===== src/logic/cpumcb_map.svh =====
// constants for the cpu module clock and bus control block
`ifndef CPUMCB_MAP_SVH
`define CPUMCB_MAP_SVH
// presettable counter: preset value and terminal count (9 ticks of 50 ns = 450 ns cycle)
`define CPUMCB_CNT_PRESET 4'h7
`define CPUMCB_CNT_LAST 4'hf
// phase one active counts, phase two active counts, advanced phase count
`define CPUMCB_PH1_FIRST 4'h7
`define CPUMCB_PH1_LAST 4'h8
`define CPUMCB_PH2_FIRST 4'ha
`define CPUMCB_PH2_LAST 4'he
`define CPUMCB_PH1A_CNT 4'hf
// oscillator rate in kHz and divide from the 50 MHz system clock
`define CPUMCB_SYS_KHZ 50000
`define CPUMCB_OSC_KHZ 20000
// status byte bit positions
`define CPUMCB_ST_ACK 0
`define CPUMCB_ST_WO_N 1
`define CPUMCB_ST_OUT 4
`define CPUMCB_ST_MEMR 7
`endif


===== src/logic/cpumcb_pkg.sv =====
// types for the cpu module clock and bus control block
package cpumcb_pkg;
   // processor clock phases and timing marks
   typedef struct packed {
      logic phase_one;
      logic phase_two;
      logic advanced_phase_one;
   } cpumcb_clk_t;
   // control bus commands, all active low
   typedef struct packed {
      logic memory_read_cmd_n;
      logic memory_write_cmd_n;
      logic io_read_cmd_n;
      logic io_write_cmd_n;
      logic interrupt_ack_cmd_n;
   } cpumcb_cmd_t;
endpackage


===== src/logic/cpumcb_top.sv =====
// cpu module clock generation, status latch, data buffer steering and control bus
// Behaviour
// - each cycle: status capture, command, data move, then next status capture
// - control bus separates memory read/write, io read/write, interrupt acknowledge
// - the two processor clock phases never overlap
// - four bit presettable counter on 20 MHz; phases decoded from it
// - advanced phase one clocks synchronisers for hold and ready
// - status strobe is cycle start marker gated with advanced phase one
// - status byte at cycle start is captured in an 8 bit latch
// - latch loads only on the status strobe, once per machine cycle
// - latch reads processor data lines ahead of the buffer
// - four commands from latch gated with data in and write strobes
// - buffer inbound while data in strobe active, outbound otherwise
// - buffer release floats the system side for dma masters
// - single 8 bit three state system data bus
// - interrupt acknowledge from latch gated with data in strobe
// - memory read command gates data during the third state
// - memory write command only once write data is stable
`timescale 1ns/1ps
`include "cpumcb_map.svh"
module cpumcb_top
   import cpumcb_pkg::*;
(
   // clock and reset
   input wire logic sys_clk,
   input wire logic rst_n,
   // processor timing and strobes (pins)
   input wire logic cycle_start,
   input wire logic data_in_strobe,
   input wire logic write_strobe_n,
   // external requests (pins)
   input wire logic hold_req,
   input wire logic ready_req,
   input wire logic buffer_release_n,
   // processor data lines
   input wire logic [7:0] cpu_data_in,
   output logic [7:0] cpu_data_out,
   output logic cpu_data_oe,
   // system data bus
   input wire logic [7:0] sys_data_in,
   output logic [7:0] sys_data_out,
   output logic sys_data_oe,
   // clocks, sync outputs, status and commands
   output cpumcb_clk_t proc_clk,
   output logic status_capture_strobe_n,
   output logic hold_sync,
   output logic ready_sync,
   output logic buffer_direction_select,
   output logic [7:0] status_byte,
   output cpumcb_cmd_t cmd
);
   cpumcb_clk_t clk_w;
   // pin synchronisers: stage one, stage two
   logic [12:0] s1_reg;
   logic [12:0] s2_reg;
   logic [12:0] pin_w;
   logic [7:0] dbuf_reg;
   logic [7:0] dbuf_next;
   logic [7:0] sbuf_reg;
   logic [7:0] sbuf_next;
   logic [7:0] stat_reg;
   logic [7:0] stat_next;
   logic strobe_reg;
   logic strobe_next;
   logic [1:0] req_reg;
   logic [1:0] req_next;
   cpumcb_cmd_t cmd_reg;
   cpumcb_cmd_t cmd_next;
   logic dir_reg;
   logic dir_next;
   logic cpu_oe_reg;
   logic cpu_oe_next;
   logic sys_oe_reg;
   logic sys_oe_next;
   logic sync_w;
   logic din_w;
   logic wr_n_w;
   logic hold_w;
   logic ready_w;
   logic rel_n_w;

   cpumcb_clkgen u_clkgen (
      .sys_clk(sys_clk),
      .rst_n(rst_n),
      .clk_out(clk_w),
      .tick()
   );

   // two flip-flops on every pin before use
   always_ff @(posedge sys_clk) begin
      if (!rst_n) begin
         s1_reg <= 13'h0000;
         s2_reg <= 13'h0000;
      end else begin
         // order: cycle start, data in, write, hold, ready, release, spare bits
         s1_reg <= {cycle_start, data_in_strobe, ~write_strobe_n, hold_req, ready_req,
            ~buffer_release_n, 7'h00};
         s2_reg <= s1_reg;
      end
   end
   assign pin_w = s2_reg;
   assign sync_w = pin_w[12];
   assign din_w = pin_w[11];
   assign wr_n_w = ~pin_w[10];
   assign hold_w = pin_w[9];
   assign ready_w = pin_w[8];
   assign rel_n_w = ~pin_w[7];

   // data lines take the same two flops as the strobes, so the status byte
   // and the cycle start marker reach the latch in the same cycle
   always_comb begin
      dbuf_next = cpu_data_in;
      sbuf_next = sys_data_in;
   end
   logic [7:0] dbuf2_reg;
   logic [7:0] sbuf2_reg;
   always_ff @(posedge sys_clk) begin
      if (!rst_n) begin
         dbuf_reg <= 8'h00;
         sbuf_reg <= 8'h00;
         dbuf2_reg <= 8'h00;
         sbuf2_reg <= 8'h00;
      end else begin
         dbuf_reg <= dbuf_next;
         sbuf_reg <= sbuf_next;
         dbuf2_reg <= dbuf_reg;
         sbuf2_reg <= sbuf_reg;
      end
   end

   // status strobe, latch and request synchronisers
   always_comb begin
      strobe_next = sync_w && clk_w.advanced_phase_one;
      stat_next = stat_reg;
      if (strobe_next) begin
         stat_next = dbuf2_reg;
      end
      req_next = req_reg;
      if (clk_w.advanced_phase_one) begin
         req_next = {hold_w, ready_w};
      end
   end

   // command gating and buffer steering
   always_comb begin
      // command after the status latch in each cycle, then data moves under it
      cmd_next.memory_read_cmd_n = ~(stat_reg[`CPUMCB_ST_MEMR] && din_w);
      cmd_next.io_read_cmd_n = ~(!stat_reg[`CPUMCB_ST_MEMR] &&
         !stat_reg[`CPUMCB_ST_ACK] && din_w &&
         !stat_reg[`CPUMCB_ST_OUT]);
      cmd_next.memory_write_cmd_n = ~(!wr_n_w && !stat_reg[`CPUMCB_ST_OUT]);
      cmd_next.io_write_cmd_n = ~(!wr_n_w && stat_reg[`CPUMCB_ST_OUT]);
      cmd_next.interrupt_ack_cmd_n = ~(stat_reg[`CPUMCB_ST_ACK] && din_w);
      dir_next = din_w;
      // rel_n_w low means the buffer is released: neither side may be driven then
      cpu_oe_next = din_w && rel_n_w;
      sys_oe_next = !din_w && !wr_n_w && rel_n_w;
   end

   // registers
   always_ff @(posedge sys_clk) begin
      if (!rst_n) begin
         strobe_reg <= 1'b0;
         stat_reg <= 8'h00;
         req_reg <= 2'h0;
         cmd_reg <= '1;
         dir_reg <= 1'b0;
         cpu_oe_reg <= 1'b0;
         sys_oe_reg <= 1'b0;
      end else begin
         strobe_reg <= strobe_next;
         stat_reg <= stat_next;
         req_reg <= req_next;
         cmd_reg <= cmd_next;
         dir_reg <= dir_next;
         cpu_oe_reg <= cpu_oe_next;
         sys_oe_reg <= sys_oe_next;
      end
   end

   // outputs
   assign proc_clk = clk_w;
   assign status_capture_strobe_n = ~strobe_reg;
   assign hold_sync = req_reg[1];
   assign ready_sync = req_reg[0];
   assign buffer_direction_select = dir_reg;
   assign status_byte = stat_reg;
   assign cmd = cmd_reg;
   assign cpu_data_out = sbuf2_reg;
   assign cpu_data_oe = cpu_oe_reg;
   assign sys_data_out = dbuf2_reg;
   assign sys_data_oe = sys_oe_reg;

   // checks
   latch_hold_a: assert property (@(posedge sys_clk) disable iff (!rst_n)
      !strobe_reg |-> stat_reg == $past(stat_reg)) else $error("latch moved");
   latch_load_a: assert property (@(posedge sys_clk) disable iff (!rst_n)
      strobe_reg |-> stat_reg == $past(dbuf2_reg)) else $error("latch wrong");
   strobe_gate_a: assert property (@(posedge sys_clk) disable iff (!rst_n)
      strobe_reg |-> $past(sync_w) && $past(clk_w.advanced_phase_one))
      else $error("bad strobe");
   bus_release_a: assert property (@(posedge sys_clk) disable iff (!rst_n)
      !$past(rel_n_w) |-> !sys_data_oe && !cpu_data_oe) else $error("bus not freed");
   buffer_dir_a: assert property (@(posedge sys_clk) disable iff (!rst_n)
      dir_reg == $past(din_w)) else $error("direction wrong");
   one_drive_a: assert property (@(posedge sys_clk) disable iff (!rst_n)
      !(sys_data_oe && cpu_data_oe)) else $error("both sides driven");
   ack_cmd_a: assert property (@(posedge sys_clk) disable iff (!rst_n)
      !cmd.interrupt_ack_cmd_n |-> $past(din_w)) else $error("ack without data in strobe");
   write_cmd_a: assert property (@(posedge sys_clk) disable iff (!rst_n)
      !cmd.memory_write_cmd_n |-> !$past(wr_n_w)) else $error("write early");
   one_cmd_a: assert property (@(posedge sys_clk) disable iff (!rst_n)
      $countones(~{cmd}) <= 1) else $error("two commands at once");
   req_sync_a: assert property (@(posedge sys_clk) disable iff (!rst_n)
      clk_w.advanced_phase_one |=> req_reg == {$past(hold_w), $past(ready_w)})
      else $error("request not sampled");
   // scenario covers
   read_c: cover property (@(posedge sys_clk) !cmd.memory_read_cmd_n);
   write_c: cover property (@(posedge sys_clk) !cmd.io_write_cmd_n);
   strobe_c: cover property (@(posedge sys_clk) strobe_reg);
   ack_c: cover property (@(posedge sys_clk) !cmd.interrupt_ack_cmd_n);
   release_c: cover property (@(posedge sys_clk) !rel_n_w);
endmodule // cpumcb_top


===== src/logic/cpumcb_clkgen.sv =====
// clock generator: presettable four bit counter on a 20 MHz enable
`timescale 1ns/1ps
`include "cpumcb_map.svh"
module cpumcb_clkgen
   import cpumcb_pkg::*;
(
   // clock and reset
   input wire logic sys_clk,
   input wire logic rst_n,
   // phases out
   output cpumcb_clk_t clk_out,
   output logic tick
);
   logic [15:0] acc_reg;
   logic [15:0] acc_next;
   logic [3:0] cnt_reg;
   logic [3:0] cnt_next;
   cpumcb_clk_t ph_reg;
   cpumcb_clk_t ph_next;
   logic tick_c;

   // fractional accumulator gives a 20 MHz enable out of 50 MHz
   always_comb begin
      tick_c = 1'b0;
      acc_next = acc_reg + 16'(`CPUMCB_OSC_KHZ);
      if (acc_next >= 16'(`CPUMCB_SYS_KHZ)) begin
         acc_next = acc_next - 16'(`CPUMCB_SYS_KHZ);
         tick_c = 1'b1;
      end
   end

   // counter steps on each oscillator tick and presets after terminal count
   always_comb begin
      cnt_next = cnt_reg;
      ph_next = ph_reg;
      if (tick_c) begin
         cnt_next = (cnt_reg == `CPUMCB_CNT_LAST) ? `CPUMCB_CNT_PRESET : cnt_reg + 4'h1;
         // phases decoded from the next count so they never overlap
         ph_next.phase_one = (cnt_next >= `CPUMCB_PH1_FIRST) &&
            (cnt_next <= `CPUMCB_PH1_LAST);
         ph_next.phase_two = (cnt_next >= `CPUMCB_PH2_FIRST) &&
            (cnt_next <= `CPUMCB_PH2_LAST);
         ph_next.advanced_phase_one = (cnt_next == `CPUMCB_PH1A_CNT);
      end
   end

   // registers
   always_ff @(posedge sys_clk) begin
      if (!rst_n) begin
         acc_reg <= 16'h0000;
         cnt_reg <= `CPUMCB_CNT_PRESET;
         ph_reg <= '0;
      end else begin
         acc_reg <= acc_next;
         cnt_reg <= cnt_next;
         ph_reg <= ph_next;
      end
   end

   assign clk_out = ph_reg;
   assign tick = tick_c;

   no_overlap_a: assert property (@(posedge sys_clk) disable iff (!rst_n)
      !(ph_reg.phase_one && ph_reg.phase_two)) else $error("phases overlap");
endmodule // cpumcb_clkgen


===== config.mk =====
export PLATFORM = sky130hd
export DESIGN_NAME = cpumcb_top
export DESIGN_NICKNAME = d
export VERILOG_FILES = /design/src/logic/cpumcb_pkg.sv /design/src/logic/cpumcb_top.sv /design/src/logic/cpumcb_clkgen.sv
export VERILOG_INCLUDE_DIRS = /design/src /design/src/logic
export SDC_FILE = /design/constraint.sdc
export NUM_CORES = 1
export LEC_CHECK = 0
export BUFFER_PORTS_ARGS = -buffer_cell sky130_fd_sc_hd__buf_4
export CELL_PAD_IN_SITES_DETAIL_PLACEMENT = 2
export CELL_PAD_IN_SITES_GLOBAL_PLACEMENT = 2
export CORE_MARGIN = 4
export CORE_UTILIZATION = 33
export DETAILED_ROUTE_END_ITERATION = 12
export PLACE_DENSITY = 0.84
export SETUP_SLACK_MARGIN = 0.5
export SLEW_MARGIN = 5
export SYNTH_ARGS = -nofsm -noshare
export SYNTH_HDL_FRONTEND = slang
export SYNTH_SLANG_ARGS = --single-unit

===== constraint.sdc =====
create_clock -name sys_clk -period 2.75 [get_ports sys_clk]
set_input_delay 0.1375 -clock sys_clk [delete_from_list [all_inputs] [get_ports sys_clk]]
set_output_delay 0.1375 -clock sys_clk [all_outputs]
set_load 0.005 [all_outputs]

==> impl_metrics.tcl, run 1 <==
set metrics [dict create \
    hold_path_end "dbuf_reg[6]" \
    synth_cell_types 55 \
    dp_hpwl_mm 5.80 \
    port_buffers 61 \
    start_util_pct 33.8 \
    diodes 0 \
    clk_latency_ns 0.36 \
    fill_cells 950 \
    crit_fanout 12 \
    max_freq_ghz 0.450 \
    r2r_setup_slack_ns 0.53 \
    final_max_slew_viol_count 0 \
    r2r_start "u_clkgen.acc_reg[5]" \
    drtIter0Drc 100 \
    finalSetupViolCount 0 \
    slew_headroom_pct 64.4 \
    path_depth 8 \
    whs_path_depth 2 \
    violations "hold timing" \
    multi_input_area_um2 1360 \
    worstHoldStart "cpu_data_in[6]" \
    row_count 35 \
    max_cap_viol_count 0 \
    critical_path_class "flip-flop to flip-flop" \
    wire_per_inst_um 19.1 \
    worst_slew_pin_slew_ns 0.533 \
    layout.nets 435 \
    leakagePower_nw 1.76 \
    cts_tree "done" \
    syn_area_per_cell_um2 9.67 \
    ctsHtreeMaxLevel 3 \
    largest_register_ffs 12 \
    clock-sinks 82 \
    ys_ff_latch 82 \
    async_reset_ff_share_pct 0 \
    critPathLaunchType "flip-flop" \
    dr_wl_met3_um 430 \
    syn_to_final_growth_pct 34.1 \
    critical_path.endpoint_type "flip-flop" \
    finalHoldViolCount 1 \
    synth_flop_cell "dfxtp_1" \
    critPathTopFamily "compound AO/OA/AOI/OAI gates" \
    setup_tns_ns 0 \
    layout_common_cells "dfxtp_1, buf_4, and2_1, nand2_1" \
    postSynthCellCount 323 \
    dieArea_um2 11100 \
    wl_met1_mm 4.13 \
    min_path_type "input pin to flip-flop" \
    drtAntennaViolNets 0 \
    wl_mm 10.3 \
    grt_pass1_vias 2764 \
    grt_pass1_wl_mm 15.1 \
    mostFrequentLayoutCell "dfxtp_1" \
    cellPowerDensity_nw_per_um2 911 \
    period_share_pct 80.8 \
    io_pins 62 \
    outcome "complete, but fails checks" \
    syn_nets 353 \
    timing.critical_path.buf_inv 1 \
    crit_slowest_cell "dfxtp_4" \
    required_ns 3.05 \
    grt_use_total_pct 17.1 \
    clock_path_buffers 2 \
    arrival_ns 2.52 \
    yosysSeqAreaShare_pct 52.6 \
    fin_skew_ns 0.0127 \
    routabilityCongestion 0.793 \
    path_clk_slew_ns 0.10 \
    hold_ws_ns -0.00120 \
    root_buffer "clkbuf_8" \
    via_per_inst 4.86 \
    synth_edf_count 0 \
    layout-drive-gt1-share_pct 25.2 \
    finish.utilization_pct 45.3 \
    drc 0 \
    wl_met2_mm 5.49 \
    core_um2 9240 \
    die_y_um 105 \
    area.sequential_um2 1650 \
    ys_warn_count 0 \
    critPathMaxStageDelay_ns 0.40 \
    cts_buffers 9 \
    antenna_found_initial 0 \
    peakVddDrop_mv 0.458 \
    cp_cell_sequence "ha_4 -> and3_1 -> o211ai_1 -> a2bb2oi_2 -> o21a_4 -> buf_4 -> a211o_1 -> o21ai_1" \
    drt_pass1_iterations 4 \
    netlist_area_um2 3120 \
    rsz0062_at_grt "false" \
    r2r-end "u_clkgen.acc_reg[6]" \
    grt_start_max_net_pins 60 \
    vias 2615 \
    r2r_cells 8 \
    grt_remaining_overflow 0 \
    routed.top_layer "met4" \
    period_minus_slack_ns 2.22 \
    die_x_um 105 \
]
[area by class of cell]
cell class	instances	share of cell area, %
clock buffer	9	2.96
clock inverter	6	2.69
inverter	12	1.08
multi-input combinational	209	32.5
sequential	82	39.4
tap	129	3.85
timing repair buffer	91	17.5
[where the power goes]
group / leakage [nW] / switching (mW) / internal [mW]
Combinational: 0.962 / 0.649 / 0.555
Sequential: 0.676 / 0.199 / 1.33
Clock: 0.120 / 0.480 / 0.604
[routing by layer]
| metal | track usage (%) | vias to the layer above |
|---|---|---|
| li1 | - | 1248 |
| met1 | 20.1 | 1292 |
| met2 | 30.7 | 60 |
| met3 | 3.92 | 15 |
| met4 | 5.53 | 0 |
| met5 | 0 | - |
[cells by family (layout without fill, tap and decap cells)]
logic type / after synthesis / in the layout / synth area share (%)
compound gates: 55 / 55 / 12.4
xor+xnor: 12 / 12 / 3.37
fa+ha+maj: 6 / 6 / 2.40
buf+inv: 32 / 118 / 4.69
flops: 82 / 82 / 52.6
mux: 5 / 5 / 1.60
simple gates: 131 / 131 / 23.0
[cell usage after synthesis, drive strengths merged (2+ instances only)]
master   n  share of area [%]
nor3b    2               0.64
dfxtp   82                 53
nand2b   2               0.40
nor2    19                2.3
mux2i    5                1.6
a21oi   18                2.9
a31oi    3               0.60
buf      7                1.6
nor3     5               0.96
nand4    2               0.60
and3     4               0.80
a211oi   3                1.0
xnor2   10                2.8
o21a     4               0.96
o211ai   4               0.96
o21ai    8                1.3
inv     11                1.3
and2    48                9.6
ha       6                2.4
nand3   20                3.2
nand2   22                2.6
clkbuf  13                1.6
xor2     2               0.56
a211o    2               0.60
[worst register-to-register path: cells and delay by family (launching register included)]
family / cells / cell delay [ns]
and+or+nand+nor: 1 / 0.19
buffers and inverters: 1 / 0.18
AOI/OAI and AO/OA: 5 / 1.19
adders and majority gates: 1 / 0.21
DFF: 1 / 0.40
[repair_timing]
action,CTS,global route
setup endpoints to repair,15,7
pin swaps,0,1
hold endpoints to repair,20,0
resized for setup,7,4
buffers inserted,0,6
hold buffers,20,0
[through the flow]
stage | instances | worst slack, ns | total power [mW] | instance area, um^2
2_1_floorplan | 323 | 0.531 | 2.28 | 3120
3_3_place_gp | 497 | 0.272 | 2.48 | 3670
3_5_place_dp | 497 | 0.158 | 2.55 | 3670
4_1_cts | 532 | 0.530 | 3.69 | 4130
5_1_grt | 538 | 0.482 | 4.02 | 4190
6_report | 538 | 0.528 | 3.82 | 4190
[worst max path at each step]
| stage | slack [ns] | end | start |
|---|---|---|---|
| after global routing | 0.48 | u_clkgen.acc_reg[8] | u_clkgen.acc_reg[7] |
| after floorplan | 0.53 | u_clkgen.acc_reg[10] | u_clkgen.acc_reg[5] |
| final | 0.53 | u_clkgen.acc_reg[6] | u_clkgen.acc_reg[5] |
| after detailed placement | 0.16 | u_clkgen.acc_reg[8] | u_clkgen.acc_reg[5] |
| after CTS | 0.53 | u_clkgen.acc_reg[6] | u_clkgen.acc_reg[5] |
| after global placement | 0.27 | u_clkgen.acc_reg[8] | u_clkgen.acc_reg[5] |
Power figures use the tool's default switching activity.
==> run 2, diff against run 1 <==
==> constraint.sdc (replaced) <==
create_clock -name sys_clk -period 2.05 [get_ports sys_clk]
set_input_delay 0.1025 -clock sys_clk [delete_from_list [all_inputs] [get_ports sys_clk]]
set_output_delay 0.1025 -clock sys_clk [all_outputs]
set_load 0.005 [all_outputs]
==> impl_metrics.tcl, run 2 (synthesis results as in run 1) <==
set metrics [dict create \
    outcome "finished, final reports clean" \
    min_path_type "input pin to flip-flop" \
    drtAntennaViolNets 0 \
    drc 0 \
    port_buffers 61 \
    fin_cells 557 \
    critPathMaxStageDelay_ns 0.38 \
    critical_path.endpoint_type "flip-flop" \
    hold_ws_ns 0.00828 \
    setup_slack_ns 0.0108 \
    period_share_pct 99.5 \
    period_minus_slack_ns 2.04 \
    via_per_inst 4.95 \
    arrival_ns 2.33 \
    crit_slowest_cell "dfxtp_4" \
    dr_wl_met3_um 384 \
    worst_slew_pin_slew_ns 0.432 \
    routabilityCongestion 0.842 \
    crit_fanout 12 \
    final_max_slew_viol_count 0 \
    layout_common_cells "buf_4, dfxtp_1, and2_1, nand2_1, dlygate4sd3_1" \
    io_pins 62 \
    max_cap_viol_count 0 \
    largest_register_ffs 12 \
    cellPowerDensity_nw_per_um2 1220 \
    critPathTopFamily "compound AO/OA/AOI/OAI gates" \
    mostFrequentLayoutCell "buf_4" \
    grt_pass1_wl_mm 18.3 \
    cts_tree "done" \
    path_clk_slew_ns 0.10 \
    die_y_um 105 \
    place_inst 509 \
    fin_skew_ns 0.0148 \
    timing.critical_path.buf_inv 1 \
    row_count 35 \
    wl_met1_mm 4.53 \
    wire_per_inst_um 21.2 \
    max_freq_ghz 0.490 \
    drtIter0Drc 42 \
    ctsHtreeMaxLevel 3 \
    grt_pass1_vias 3158 \
    finish.utilization_pct 48.9 \
    cts_buffers 9 \
    die_x_um 105 \
    layout.nets 453 \
    critical_path_class "flip-flop to flip-flop" \
    core_um2 9240 \
    total_power_mw 5.50 \
    layout-drive-gt1-share_pct 33.9 \
    clock_path_buffers 2 \
    wl_met2_mm 6.63 \
    cp_cell_sequence "ha_4 -> a311oi_2 -> xnor2_1 -> nand3_1 -> o21a_4 -> buf_12 -> a211o_1 -> o21ai_2" \
    routed.top_layer "met4" \
    grt_use_total_pct 21.4 \
    start_util_pct 33.8 \
    vias 2759 \
    required_ns 2.34 \
    clk_latency_ns 0.36 \
    dp_hpwl_mm 6.21 \
    dp_slack_ns 0.00211 \
    slew_headroom_pct 71.2 \
    antenna_found_initial 0 \
    root_buffer "clkbuf_8" \
    finalSetupViolCount 0 \
    clock-sinks 82 \
    grt_remaining_overflow 0 \
    syn_to_final_growth_pct 44.8 \
    finalHoldViolCount 0 \
    diodes 0 \
    wl_mm 11.8 \
    critPathLaunchType "flip-flop" \
    leakagePower_nw 1.87 \
    rsz0062_at_grt "true" \
    grt_start_max_net_pins 51 \
    drt_pass1_iterations 4 \
    peakVddDrop_mv 0.510 \
    dieArea_um2 11100 \
]
-- run 2: changes by cell type in the layout (fill, tap and decap cells not counted), moves of 3 or more --
cell / delta
buf_4: +11
a21oi_1: -4
a21oi_2: +4
nand3_1: -4
nand3_2: +4
buf_12: +3
-- run 2: per-layer routing --
| metal | track usage [%] | up-vias |
|---|---|---|
| li1 | - | 1291 |
| met1 | 23.2 | 1382 |
| met2 | 40.9 | 65 |
| met3 | 3.74 | 21 |
| met4 | 7.87 | 0 |
| met5 | 0 | - |
-- run 2: path summary, 6_finish.rpt --
kind / endpoint / startpoint / slack [ns] / depth (start not counted)
hold / removal: cmd[1] / rst_n / 0.008 / 2
setup reg to reg: u_clkgen.acc_reg[6] / u_clkgen.acc_reg[6] / 0.01 / 8
setup / recovery: u_clkgen.acc_reg[6] / u_clkgen.acc_reg[6] / 0.01 / 8
hold reg to reg: cpu_data_oe / pin_w[7] / 0.41 / 1
-- run 2: report_power, final --
part / switching [mW] / internal, mW / leakage (nW)
clock: 0.677 / 0.615 / 0.109
sequential: 0.253 / 1.78 / 0.677
combinational: 1.11 / 1.07 / 1.08
-- run 2: cell type report --
class / instances / area, um^2
Fill cell: 927 / 4720
Sequential cell: 82 / 1650
Multi-Input combinational cell: 209 / 1530
Timing Repair Buffer: 109 / 918
Tap cell: 129 / 161
Clock buffer: 10 / 138
Clock inverter: 6 / 72.6
Inverter: 12 / 45.0
-- run 2: metrics by stage --
stage	setup TNS, ns	cell area [um^2]
after floorplan	0	3190
after global placement	0	3840
after detailed placement	0	3840
after CTS	0	4440
after global routing	-0.524	4520
final	0	4520
-- run 2: timing repair --
item | CTS | global route
endpoints found under the setup margin | 19 | 19
buffers inserted | 7 | 3
hold endpoints to repair | 22 | 0
hold buffers | 22 | 0
resized for setup | 19 | 14
pin swaps | 8 | 5
